$ cat config.mk
export PLATFORM = sky130hd
export DESIGN_NAME = mci_engine
export DESIGN_NICKNAME = d
export VERILOG_FILES = /design/src/pkg/mci_pkg.sv /design/src/pkg/mci_ctx_if.sv /design/src/hdl/mci_ctx_store.sv /design/src/hdl/mci_engine.sv
export VERILOG_INCLUDE_DIRS = /design/src /design/src/pkg
export SDC_FILE = /design/constraint.sdc
export NUM_CORES = 1
export LEC_CHECK = 0
export BUFFER_PORTS_ARGS = -buffer_cell sky130_fd_sc_hd__buf_2
export CAP_MARGIN = 25
export CORE_MARGIN = 2
export CORE_UTILIZATION = 40
export CTS_BUF_LIST = sky130_fd_sc_hd__clkbuf_8
export CTS_CLUSTER_SIZE = 28
export DETAILED_ROUTE_END_ITERATION = 7
export SLEW_MARGIN = 10
export SYNTH_ARGS = -nofsm -noshare
export SYNTH_HDL_FRONTEND = slang
export SYNTH_HIERARCHICAL = 1
export SYNTH_SLANG_ARGS = --single-unit
$ cat constraint.sdc
create_clock -name i_clk -period 3.95 [get_ports i_clk]
set_clock_uncertainty 0.1 [all_clocks]
set_input_delay 0.79 -clock i_clk [delete_from_list [all_inputs] [get_ports i_clk]]
set_output_delay 0.79 -clock i_clk [all_outputs]
set_load 0.02 [all_outputs]
$ cat src/pkg/mci_regs.svh
`ifndef MCI_REGS_SVH
`define MCI_REGS_SVH
// Functional notes
// - Fired, enabled source with defined vector suspends program and calls handler.
// - Accumulator, X register and flags are saved before handler entry.
// - No nesting; other interrupts blocked while a handler runs.
// - Return-from-interrupt restores context and resumes at the saved address.
// - Extended opcodes accepted only from firmware revision 1.46 on.
// - Opcodes 40 to 45 are variable arithmetic operations.
// - 46 moves to accumulator position, 50 spins negative, 51 spins positive.
// - 48 restarts program, 49 decrements and branches, 80 calls conditionally.
// - 55 writes, 56 reads, 57 copies accumulator to indexed variable.
// - Spin positive runs motor so the position counter increments.
// - Spin negative runs motor so the position counter decrements.
// - Spin commands select velocity mode and load target velocity parameter 2 in the same cycle.
// - Soft halt selects velocity mode and clears target velocity to zero.
// - Each source has its own vector by number; 255 is the global enable.
// - Host value reads leave the accumulator untouched.

// Opcodes
`define MCI_OP_SPIN_POS       8'h01
`define MCI_OP_SPIN_NEG       8'h02
`define MCI_OP_SOFT_HALT      8'h03
`define MCI_OP_GOTO_POS       8'h04
`define MCI_OP_SET_AXIS       8'h05
`define MCI_OP_GET_AXIS       8'h06
`define MCI_OP_SET_GLOBAL     8'h09
`define MCI_OP_GET_GLOBAL     8'h0a
`define MCI_OP_CALC           8'h13
`define MCI_OP_COMPARE        8'h14
`define MCI_OP_JUMP_COND      8'h15
`define MCI_OP_JUMP           8'h16
`define MCI_OP_CALL_SUB       8'h17
`define MCI_OP_RET_SUB        8'h18
`define MCI_OP_IRQ_ENABLE     8'h19
`define MCI_OP_IRQ_DISABLE    8'h1a
`define MCI_OP_PROG_STOP      8'h1c
`define MCI_OP_CALCX          8'h21
`define MCI_OP_ACC_TO_AXIS    8'h22
`define MCI_OP_SET_VECTOR     8'h25
`define MCI_OP_RET_IRQ        8'h26
`define MCI_OP_ARITH_FIRST    8'h28
`define MCI_OP_ARITH_LAST     8'h2d
`define MCI_OP_GOTO_POS_ACC   8'h2e
`define MCI_OP_RESTART        8'h30
`define MCI_OP_DEC_BRANCH     8'h31
`define MCI_OP_SPIN_NEG_ACC   8'h32
`define MCI_OP_SPIN_POS_ACC   8'h33
`define MCI_OP_WRITE_IDX      8'h37
`define MCI_OP_READ_IDX       8'h38
`define MCI_OP_ACC_TO_IDX     8'h39
`define MCI_OP_COND_CALL      8'h50

// Axis parameters and interrupt numbers
`define MCI_AP_TARGET_POS     8'h00
`define MCI_AP_TARGET_VEL     8'h02
`define MCI_GP_IRQ_BANK       8'h03
`define MCI_IRQ_GLOBAL        8'hff
`define MCI_IRQ_SOURCES       3
`define MCI_EXT_MIN_REV       16'h012e
`define MCI_PC_RESET          10'h000
`define MCI_CALCX_LOAD_X      8'h00   // Calculation type that copies acc into X
`endif

$ cat src/pkg/mci_pkg.sv
package mci_pkg;
  typedef enum logic [3:0] {
    MCI_RUN    = 4'b0001,
    MCI_SAVE   = 4'b0010,
    MCI_HANDLE = 4'b0100,
    MCI_REST   = 4'b1000
  } mci_state_t;

  typedef struct packed {
    logic [31:0] acc;
    logic [31:0] xreg;
    logic [3:0]  flags;
    logic [9:0]  pc;
  } mci_ctx_t;

  typedef enum logic [1:0] {
    MCI_MODE_POS = 2'h0,
    MCI_MODE_VEL = 2'h1
  } mci_mode_t;
endpackage

$ cat src/pkg/mci_ctx_if.sv
interface mci_ctx_if;
  import mci_pkg::*;
  logic     save;
  logic     restore;
  mci_ctx_t wdata;
  mci_ctx_t rdata;
  modport core (output save, output restore, output wdata, input rdata);
  modport store (input save, input restore, input wdata, output rdata);
endinterface

$ cat src/hdl/mci_ctx_store.sv
// Holds the suspended program context while a handler runs
module mci_ctx_store
  import mci_pkg::*;
(
  input  wire logic i_clk,
  input  wire logic i_rst_n,
  mci_ctx_if.store  ctx
);
  mci_ctx_t saved_q;

  // Capture on save, present registered copy
  always_ff @(posedge i_clk) begin
    if (!i_rst_n) begin
      saved_q <= '0;
    end else if (ctx.save) begin
      saved_q <= ctx.wdata;
    end
  end

  assign ctx.rdata = saved_q;
endmodule

$ cat src/hdl/mci_engine.sv
`include "mci_regs.svh"
// Interrupt dispatch and motion command execution
module mci_engine
  import mci_pkg::*;
(
  input  wire logic        i_clk,
  input  wire logic        i_rst_n,
  input  wire logic [15:0] i_fw_rev,
  input  wire logic        i_cmd_valid,
  input  wire logic        i_cmd_direct,
  input  wire logic [7:0]  i_cmd_op,
  input  wire logic [7:0]  i_cmd_type,
  input  wire logic [7:0]  i_cmd_motor,
  input  wire logic [31:0] i_cmd_value,
  input  wire logic [31:0] i_read_value,
  input  wire logic [3:0]  i_flags_new,
  input  wire logic        i_flags_we,
  input  wire logic [2:0]  i_irq_src,
  output logic             o_cmd_ready,
  output logic             o_cmd_known,
  output logic [9:0]       o_pc,
  output logic             o_in_handler,
  output logic [31:0]      o_acc,
  output logic [31:0]      o_xreg,
  output logic [3:0]       o_flags,
  output logic             o_axis_we,
  output logic [7:0]       o_axis_param,
  output logic [7:0]       o_axis_motor,
  output logic [31:0]      o_axis_value,
  output logic [1:0]       o_axis_mode,
  output logic             o_dir_positive,
  output logic             o_restart
);
  localparam int NSRC = `MCI_IRQ_SOURCES;

  // True when the opcode belongs to the extended set
  function automatic logic is_ext(input logic [7:0] op);
    is_ext = (op >= `MCI_OP_ARITH_FIRST && op <= `MCI_OP_GOTO_POS_ACC) ||
             (op >= `MCI_OP_RESTART && op <= `MCI_OP_SPIN_POS_ACC) ||
             (op >= `MCI_OP_WRITE_IDX && op <= `MCI_OP_ACC_TO_IDX) ||
             (op == `MCI_OP_COND_CALL);
  endfunction

  // True when the opcode is one of the base commands handled here
  function automatic logic is_base(input logic [7:0] op);
    case (op)
      `MCI_OP_SPIN_POS, `MCI_OP_SPIN_NEG, `MCI_OP_SOFT_HALT, `MCI_OP_GOTO_POS,
      `MCI_OP_SET_AXIS, `MCI_OP_GET_AXIS, `MCI_OP_SET_GLOBAL, `MCI_OP_GET_GLOBAL,
      `MCI_OP_CALC, `MCI_OP_COMPARE, `MCI_OP_JUMP_COND, `MCI_OP_JUMP,
      `MCI_OP_CALL_SUB, `MCI_OP_RET_SUB, `MCI_OP_IRQ_ENABLE,
      `MCI_OP_IRQ_DISABLE, `MCI_OP_PROG_STOP, `MCI_OP_CALCX,
      `MCI_OP_ACC_TO_AXIS, `MCI_OP_SET_VECTOR, `MCI_OP_RET_IRQ: is_base = 1'b1;
      default: is_base = 1'b0;
    endcase
  endfunction

  mci_ctx_if ctx ();

  mci_state_t       state_q;
  logic [9:0]       pc_q;
  logic [31:0]      acc_q;
  logic [31:0]      xreg_q;
  logic [3:0]       flags_q;
  logic [NSRC-1:0]  pend_q;
  logic [NSRC-1:0]  src_en_q;
  logic [NSRC-1:0]  vec_ok_q;
  logic [9:0]       vec_q [NSRC];
  logic             gie_q;
  logic [1:0]       sel_q;
  logic             take;
  logic [1:0]       take_idx;
  logic             ext_ok;
  logic             known;
  logic             prog_cmd;
  logic [NSRC-1:0]  set_en;
  logic [NSRC-1:0]  clr_en;
  logic [NSRC-1:0]  set_vec;
  logic [NSRC-1:0]  ack;

  mci_ctx_store u_store (
    .i_clk   (i_clk),
    .i_rst_n (i_rst_n),
    .ctx     (ctx)
  );

  // Decode and acceptance
  assign ext_ok      = (i_fw_rev >= `MCI_EXT_MIN_REV);
  assign known       = is_base(i_cmd_op) || (is_ext(i_cmd_op) && ext_ok);
  assign o_cmd_ready = (state_q == MCI_RUN) || (state_q == MCI_HANDLE);
  assign o_cmd_known = known;
  assign prog_cmd    = i_cmd_valid && o_cmd_ready && known && !i_cmd_direct;

  // Pick lowest pending enabled source with a vector; gated off inside a handler
  always_comb begin
    take     = 1'b0;
    take_idx = 2'h0;
    for (int k = NSRC - 1; k >= 0; k--) begin
      if (pend_q[k] && src_en_q[k] && vec_ok_q[k]) begin
        take     = gie_q && (state_q == MCI_RUN);
        take_idx = 2'(k);
      end
    end
  end

  // Per-source enable, vector and pending logic
  genvar g;
  generate
    for (g = 0; g < NSRC; g++) begin : g_src
      assign set_en[g]  = prog_cmd && i_cmd_op == `MCI_OP_IRQ_ENABLE &&
                          i_cmd_type == 8'(g);
      assign clr_en[g]  = prog_cmd && i_cmd_op == `MCI_OP_IRQ_DISABLE &&
                          i_cmd_type == 8'(g);
      assign set_vec[g] = prog_cmd && i_cmd_op == `MCI_OP_SET_VECTOR &&
                          i_cmd_type == 8'(g);
      assign ack[g]     = take && take_idx == 2'(g);

      always_ff @(posedge i_clk) begin
        if (!i_rst_n) begin
          pend_q[g]   <= 1'b0;
          src_en_q[g] <= 1'b0;
          vec_ok_q[g] <= 1'b0;
          vec_q[g]    <= `MCI_PC_RESET;
        end else begin
          pend_q[g] <= i_irq_src[g] | (pend_q[g] & ~ack[g]);
          if (set_en[g]) begin
            src_en_q[g] <= 1'b1;
          end else if (clr_en[g]) begin
            src_en_q[g] <= 1'b0;
          end
          if (set_vec[g]) begin
            vec_ok_q[g] <= 1'b1;
            vec_q[g]    <= i_cmd_value[9:0];
          end
        end
      end
    end
  endgenerate

  // Global interrupt enable by number 255
  always_ff @(posedge i_clk) begin
    if (!i_rst_n) begin
      gie_q <= 1'b0;
    end else if (prog_cmd && i_cmd_type == `MCI_IRQ_GLOBAL) begin
      if (i_cmd_op == `MCI_OP_IRQ_ENABLE) begin
        gie_q <= 1'b1;
      end else if (i_cmd_op == `MCI_OP_IRQ_DISABLE) begin
        gie_q <= 1'b0;
      end
    end
  end

  // Dispatch state machine
  always_ff @(posedge i_clk) begin
    if (!i_rst_n) begin
      state_q <= MCI_RUN;
      sel_q   <= 2'h0;
    end else begin
      case (state_q)
        MCI_RUN: begin
          if (take) begin
            state_q <= MCI_SAVE;
            sel_q   <= take_idx;
          end
        end
        MCI_SAVE:   state_q <= MCI_HANDLE;
        MCI_HANDLE: begin
          if (prog_cmd && i_cmd_op == `MCI_OP_RET_IRQ) begin
            state_q <= MCI_REST;
          end
        end
        MCI_REST:   state_q <= MCI_RUN;
        default:    state_q <= MCI_RUN;
      endcase
    end
  end

  // Context save and restore requests
  assign ctx.save        = (state_q == MCI_SAVE);
  assign ctx.restore     = (state_q == MCI_REST);
  assign ctx.wdata.acc   = acc_q;
  assign ctx.wdata.xreg  = xreg_q;
  assign ctx.wdata.flags = flags_q;
  assign ctx.wdata.pc    = pc_q;

  // Program counter
  always_ff @(posedge i_clk) begin
    if (!i_rst_n) begin
      pc_q <= `MCI_PC_RESET;
    end else if (state_q == MCI_SAVE) begin
      pc_q <= vec_q[sel_q];
    end else if (state_q == MCI_REST) begin
      pc_q <= ctx.rdata.pc;
    end else if (prog_cmd) begin
      if (i_cmd_op == `MCI_OP_RESTART) begin
        pc_q <= `MCI_PC_RESET;
      end else if (i_cmd_op == `MCI_OP_JUMP) begin
        pc_q <= i_cmd_value[9:0];
      end else begin
        pc_q <= pc_q + 10'h001;
      end
    end
  end

  // Accumulator, X register and flags
  always_ff @(posedge i_clk) begin
    if (!i_rst_n) begin
      acc_q   <= '0;
      xreg_q  <= '0;
      flags_q <= '0;
    end else if (state_q == MCI_REST) begin
      acc_q   <= ctx.rdata.acc;
      xreg_q  <= ctx.rdata.xreg;
      flags_q <= ctx.rdata.flags;
    end else if (prog_cmd) begin
      if (i_cmd_op == `MCI_OP_CALCX && i_cmd_type == `MCI_CALCX_LOAD_X) begin
        xreg_q <= acc_q;
      end
      case (i_cmd_op)
        `MCI_OP_GET_AXIS, `MCI_OP_GET_GLOBAL, `MCI_OP_READ_IDX:
          acc_q <= i_read_value;
        default: acc_q <= acc_q;
      endcase
      if (i_flags_we) begin
        flags_q <= i_flags_new;
      end
    end
  end

  // Motion outputs: mode, direction and axis parameter write
  always_ff @(posedge i_clk) begin
    if (!i_rst_n) begin
      o_axis_we      <= 1'b0;
      o_axis_param   <= '0;
      o_axis_motor   <= '0;
      o_axis_value   <= '0;
      o_axis_mode    <= MCI_MODE_POS;
      o_dir_positive <= 1'b1;
      o_restart      <= 1'b0;
    end else begin
      o_axis_we <= 1'b0;
      o_restart <= prog_cmd && i_cmd_op == `MCI_OP_RESTART;
      if (i_cmd_valid && o_cmd_ready && known) begin
        o_axis_motor <= i_cmd_motor;
        case (i_cmd_op)
          `MCI_OP_SPIN_POS, `MCI_OP_SPIN_POS_ACC: begin
            o_axis_mode    <= MCI_MODE_VEL;
            o_axis_we      <= 1'b1;
            o_axis_param   <= `MCI_AP_TARGET_VEL;
            o_axis_value   <= (i_cmd_op == `MCI_OP_SPIN_POS) ? i_cmd_value : acc_q;
            o_dir_positive <= 1'b1;
          end
          `MCI_OP_SPIN_NEG, `MCI_OP_SPIN_NEG_ACC: begin
            o_axis_mode    <= MCI_MODE_VEL;
            o_axis_we      <= 1'b1;
            o_axis_param   <= `MCI_AP_TARGET_VEL;
            o_axis_value   <= (i_cmd_op == `MCI_OP_SPIN_NEG) ? i_cmd_value : acc_q;
            o_dir_positive <= 1'b0;
          end
          `MCI_OP_SOFT_HALT: begin
            o_axis_mode  <= MCI_MODE_VEL;
            o_axis_we    <= 1'b1;
            o_axis_param <= `MCI_AP_TARGET_VEL;
            o_axis_value <= '0;
          end
          `MCI_OP_GOTO_POS_ACC: begin
            o_axis_mode  <= MCI_MODE_POS;
            o_axis_we    <= 1'b1;
            o_axis_param <= `MCI_AP_TARGET_POS;
            o_axis_value <= acc_q;
          end
          default: o_axis_we <= 1'b0;
        endcase
      end
    end
  end

  assign o_pc         = pc_q;
  assign o_acc        = acc_q;
  assign o_xreg       = xreg_q;
  assign o_flags      = flags_q;
  assign o_in_handler = (state_q != MCI_RUN);
endmodule

==> flow_metrics.tcl, run 1 <==
set metrics [dict create \
    outcome "completed" \
    hold_depth 3 \
    fp.dieH_um 174.1 \
    worst_hold_slack_ps 343.1 \
    dp_cells 1751 \
    hold_start "i_irq_src[2]" \
    ys_async_sr_fraction_pct 0 \
    fin_area_um2 13800 \
    yosys_warnings 6 \
    cpPeakStageDelay_ps 420 \
    finalSetupViolCount 0 \
    rrSetupSlack_ps 1330 \
    criticalPathCategory "input port to output pin" \
    p_leak_nw 5.055 \
    coreArea_um2 28630 \
    critPathBufInv 4 \
    path_clk_slew_ps 60 \
    cts_sinks 248 \
    cts_tree "built" \
    root_buffer "clkbuf_8" \
    fin_nets 1534 \
    grt_pass1_wl_um 53720 \
    min_period_ps 3500 \
    overflow 0 \
    cts_setup_buffers 0 \
    maxSlewViolCount 0 \
    fin_cells 1841 \
    fin_crit_sh_pct 88.61 \
    hold_class "input port to flop" \
    ios 250 \
    clockBufferDepth 3 \
    synthesis.instances 1207 \
    grt_max_degree 102 \
    yosysUniqueCellTypes 75 \
    vias_per_cell 5.431 \
    netlist_area_um2 11570 \
    wire_per_inst_um 18.79 \
    placed_cell_area_um2 12910 \
    start_util_pct 40.43 \
    synth_edf_count 30 \
    synth_flop_cell "dfxtp_1" \
    cap_viol_max_count 0 \
    cts_hold_buf 0 \
    yosysSeqAreaShare_pct 45.49 \
    clock_latency_ps 550 \
    startpoint_type "input port" \
    antenna_found_initial 10 \
    crit_chain "buf_2 > inv_1 > ha_1 > nor2_1 > o211a_1 > o32ai_2 > a21oi_2 > inv_4 > buf_2" \
    holdPathEnd "pend_q[2]" \
    nFillCells 2788 \
    setup-tns-final_ps 0 \
    h-tree-depth 2 \
    layout_commonest_cell "buf_2" \
    die-width_um 174.1 \
    rr_worst_depth 5 \
    area_growth_pct 19.24 \
    timing.rr.start "state_q[2]" \
    final_hold_viol_count 0 \
    arrival_ps 2610 \
    dp_hpwl_um 23080 \
    cts_inserted_buffers 44 \
    yosys_register_bits 248 \
    grt_pass1_vias 9557 \
    crit_required_ps 3060 \
    layout_common_cells "239 x buf_2, 218 x dfxtp_1, 125 x o21ai_0, 124 x mux2i_1, 91 x a21oi_1" \
    drc 0 \
    endpoint_kind "output pin" \
    via_count 9999 \
    die_area_um2 30310 \
    tightest_slew_ps 1004 \
    slowest_stage "o32ai_2" \
    dr.pass1.iters 5 \
    maxSlewHeadroom_pct 33.10 \
    portBuffers 240 \
    timing.fmax_ghz 0.2857 \
    drive_gt1_share_pct 26.98 \
    worstPathMaxFanout 15 \
    power_per_cell_area_nw_per_um2 375.5 \
    globalplace.congestion 0.8521 \
    total_power_mw 5.183 \
    rr_endpoint "o_axis_param[1]" \
    critPathMostFrequentCell "buf_2" \
    placementRows 62 \
    final_antenna_net_count 0 \
    track_usage_pct 21.99 \
    totalWireLength_um 34600 \
    drtIter0Drc 679 \
    ctsResizeCount 0 \
    syn-mean-instance-area_um2 9.589 \
    rsz0062_at_grt "no" \
    crit_family "compound AO/OA/AOI/OAI gates" \
    max-vdd-ir-drop_mv 0.2485 \
]
## layer usage
metal	vias up	routed length, um	track usage (%)
li1	4845	-	-
met1	4753	15940	29.75
met5	-	53	0
met2	330	15430	34.30
met3	63	2336	5.687
met4	8	835	7.108
## state kept, by name, indices dropped and copies added, names as in the netlist, 4 cells and up, named ones only
| signal | flops |
|---|---|
| state_q | 4 |
| o_xreg | 32 |
| vec_q | 30 |
| o_acc | 32 |
| u_store/ctx.rdata | 78 |
| o_flags | 4 |
| o_axis_value | 32 |
| o_pc | 10 |
| o_axis_motor | 8 |
## how the worst max path moves through the flow
stage / start / to / slack, ps / cells after the start
after floorplan: i_cmd_op[0] / o_cmd_known / 800 / 9
after global routing: i_cmd_op[0] / o_cmd_known / 300 / 9
after detailed placement: i_cmd_op[0] / o_cmd_known / 440 / 9
after CTS: i_cmd_op[0] / o_cmd_known / 440 / 9
final: i_cmd_op[1] / o_cmd_known / 450 / 9
after global placement: i_cmd_op[1] / o_cmd_known / 490 / 9
## metrics by stage
stage,utilization (%),worst slack (ps)
finish,48.21,450.1
global route,48.17,297.2
CTS,48.14,441.3
detailed placement,45.12,441.2
global placement,45.09,488.0
floorplan,-,798.7
## kinds of logic (layout without fill, tap and decap cells)
logic type / count (synthesis) / in the layout / synth area share (%)
AOI/OAI and AO/OA: 407 / 407 / 22.88
xor gates and xnor gates: 9 / 9 / 0.6811
adders and majority gates: 5 / 5 / 0.5405
buffers and inverters: 133 / 368 / 6.335
DFF: 248 / 248 / 45.49
muxes: 129 / 129 / 11.21
other: 1 / 16 / 0.03240
and+or+nand+nor: 275 / 275 / 12.83
## worst register-to-register path, stage by stage, from the launching register on
cell	delay (ps)
dfxtp_1	460
xor2_1	200
nor3b_2	350
and2_2	800
nand2_1	260
o221a_2	340
## cells in the mapped netlist, types with 5 or more instances
| library cell | instances | area [um2] |
|---|---|---|
| a211oi_1 | 12 | 90.09 |
| a211oi_2 | 32 | 400.4 |
| a21oi_1 | 91 | 455.4 |
| a22oi_1 | 34 | 255.2 |
| a31oi_1 | 70 | 437.9 |
| and2_1 | 7 | 43.79 |
| and3_1 | 7 | 43.79 |
| buf_2 | 18 | 90.09 |
| buf_4 | 20 | 150.1 |
| buf_6 | 9 | 101.4 |
| clkbuf_1 | 62 | 232.7 |
| dfxtp_1 | 218 | 4364 |
| edfxtp_1 | 30 | 900.9 |
| ha_1 | 5 | 62.56 |
| inv_1 | 16 | 60.06 |
| mux2_2 | 5 | 56.30 |
| mux2i_1 | 124 | 1241 |
| nand2_1 | 48 | 180.2 |
| nand2b_1 | 5 | 31.28 |
| nand3_1 | 22 | 110.1 |
| nand4_1 | 8 | 50.05 |
| nor2_1 | 60 | 225.2 |
| nor2b_1 | 81 | 506.7 |
| nor3_1 | 10 | 50.05 |
| o21ai_0 | 125 | 625.6 |
| o31ai_1 | 8 | 60.06 |
| xnor2_1 | 7 | 61.31 |
## cell type report
class | instances | area, um2 | area share, %
diodes | 8 | 20.02 | 0.1451
clock buffers | 54 | 743.2 | 5.385
clock inverters | 28 | 122.6 | 0.8885
inverters | 18 | 70.07 | 0.5077
multi-input cells | 833 | 5635 | 40.83
flip-flops and latches | 248 | 5265 | 38.15
well taps | 384 | 480.5 | 3.481
repair buffers | 268 | 1464 | 10.61
## where the power goes
group	leakage, nW	switching [mW]	internal, mW
sequential	2.06	0.00925	2.57
combinational	2.48	0.191	0.103
clock	0.510	1.07	1.24
total	5.06	1.27	3.91
(Power assumes the default switching activity.)
==> run 2, diff against run 1 <==
--- a/config.mk
+++ b/config.mk
@@ -8,6 +8,7 @@
 export LEC_CHECK = 0
 export BUFFER_PORTS_ARGS = -buffer_cell sky130_fd_sc_hd__buf_2
 export CAP_MARGIN = 25
+export CORE_ASPECT_RATIO = 1.25
 export CORE_MARGIN = 2
 export CORE_UTILIZATION = 40
 export CTS_BUF_LIST = sky130_fd_sc_hd__clkbuf_8
==> run 2 against run 1 <==
- total power hardly changed
- combinational power hardly changed
- sequential power hardly changed
- non-clock buffer count is 1 lower
- critical endpoint unchanged
==> flow_metrics.tcl, run 2 (synthesized netlist as in run 1, its figures left out) <==
set metrics [dict create \
    portBuffers 240 \
    rrSetupSlack_ps 1140 \
    seq_power_share_pct 49.7 \
    cts_hold_buf 0 \
    fin_nets 1530 \
    hold_class "input port to flop" \
    dr.pass1.iters 5 \
    largest_register_ffs 78 \
    grt_pass1_vias 9418 \
    area_growth_pct 18.59 \
    totalWireLength_um 34750 \
    outcome "completed" \
    crit_chain "buf_2 > inv_1 > ha_1 > nor2_1 > o211a_1 > o32ai_2 > a21oi_2 > inv_4 > buf_2" \
    fin_crit_sh_pct 87.94 \
    layout_commonest_cell "buf_2" \
    track_usage_pct 22.00 \
    cpPeakStageDelay_ps 430 \
    die_area_um2 30320 \
    root_buffer "clkbuf_8" \
    maxSlewHeadroom_pct 40.88 \
    rr_endpoint "o_pc[5]" \
    path_clk_slew_ps 60 \
    nFillCells 2812 \
    switchingPower_mw 1.249 \
    max-vdd-ir-drop_mv 0.2348 \
    clkPwrFrac_pct 44.6 \
    drc 0 \
    crit_required_ps 3060 \
    crit_end "o_cmd_known" \
    timing.rr.start "state_q[1]" \
    coreArea_um2 28490 \
    placementRows 69 \
    startpoint_type "input port" \
    via_count 9943 \
    fp.dieH_um 194.2 \
    dp_cells 1721 \
    endpoint_kind "output pin" \
    cts_setup_buffers 0 \
    rsz0062_at_grt "no" \
    wire_per_inst_um 19.28 \
    fin_cells 1802 \
    drtIter0Drc 480 \
    clockBufferDepth 3 \
    power_per_cell_area_nw_per_um2 377.5 \
    cts_sinks 248 \
    dp_hpwl_um 23460 \
    finalSetupViolCount 0 \
    swShare_pct 24.10 \
    critPathBufInv 4 \
    slowest_stage "o32ai_2" \
    cts_tree "built" \
    tightest_slew_ps 886.8 \
    layout_common_cells "239 x buf_2, 218 x dfxtp_1, 125 x o21ai_0, 124 x mux2i_1, 91 x a21oi_1" \
    start_util_pct 40.62 \
    total_power_mw 5.182 \
    cts_inserted_buffers 41 \
    combPwrFrac_pct 5.7 \
    intPower_mw 3.933 \
    grt_max_degree 76 \
    maxSlewViolCount 0 \
    ctsResizeCount 0 \
    critPathLaunch "i_cmd_op[1]" \
    p_leak_nw 5.012 \
    cp.depth 9 \
    vias_per_cell 5.518 \
    ios 250 \
    h-tree-depth 2 \
    cap_viol_max_count 0 \
    globalplace.congestion 0.8249 \
    min_period_ps 3474 \
    register_area_um2 5265 \
    drive_gt1_share_pct 27.01 \
    antenna_found_initial 8 \
    rr_worst_depth 6 \
    critPathMostFrequentCell "buf_2" \
    timing.fmax_ghz 0.2879 \
    criticalPathCategory "input port to output pin" \
    worstPathMaxFanout 16 \
    overflow 0 \
    final_hold_viol_count 0 \
    clock_latency_ps 550 \
    die-width_um 156.1 \
    grt_pass1_wl_um 53230 \
    arrival_ps 2580 \
    multi_input_area_um2 5634 \
    final_antenna_net_count 0 \
    crit_family "compound AO/OA/AOI/OAI gates" \
    setup-tns-final_ps 0 \
]
## run 2: cell count changes in the layout (fill, tap and decap cells not counted), sizes merged
cell | before | now
inv | 34 | 26
clkbuf | 54 | 49
clkinv | 11 | 14
bufinv | 0 | 2
buf | 268 | 267
diode | 8 | 7
## run 2: worst register-to-register path: stages, from the launching register on
cell,delay (ps)
dfxtp_1,460
or4b_4,420
clkinv_1,500
or2_1,540
a211o_1,290
a21o_1,180
a311oi_1,240
## run 2: per-layer routing
| metal | global-route usage, % | vias up | routed length, um |
|---|---|---|---|
| met5 | 0 | - | 18 |
| li1 | - | 4827 | - |
| met1 | 28.64 | 4748 | 15230 |
| met2 | 35.79 | 288 | 16490 |
| met3 | 4.202 | 76 | 1867 |
| met4 | 8.936 | 4 | 1143 |
## run 2: stage by stage
step	area (um2)	hold WS, ps	setup WS, ps	util [%]
after global routing	13720	343.0	289.2	48.16
after detailed placement	12870	342.2	472.5	45.17
after global placement	12870	340.2	510.1	45.17
after CTS	13710	339.1	466.0	48.12
final	13730	350.9	476.2	48.18
after floorplan	11600	325.8	798.7	-
## run 2: final cells by class
type	count	area share (%)
Antenna cell	7	0.1276
Clock inverter	25	1.194
Inverter	18	0.5105
Clock buffer	49	4.913
Sequential cell	248	38.36
Tap cell	355	3.236
Timing Repair Buffer	267	10.61
Multi-Input combinational cell	833	41.05
## run 2: how the worst min path moves through the flow
stage	startpoint	to	slack, ps	cells past startpoint
finish	i_irq_src[1]	pend_q[1]	350	3
global route	i_irq_src[1]	pend_q[1]	340	3
CTS	i_irq_src[1]	pend_q[1]	340	3
detailed placement	vec_ok_q[2]	vec_ok_q[2]	340	2
global placement	vec_ok_q[2]	vec_ok_q[2]	340	2
floorplan	vec_ok_q[2]	vec_ok_q[2]	330	2
## run 2: power by group through the flow
stage	Clock [mW]	Combinational, mW	Sequential (mW)
2_1_floorplan	0	0.172	2.64
3_3_place_gp	0	0.290	2.63
3_5_place_dp	0	0.292	2.63
4_1_cts	2.37	0.293	2.58
5_1_grt	2.47	0.320	2.58
6_report	2.31	0.294	2.58
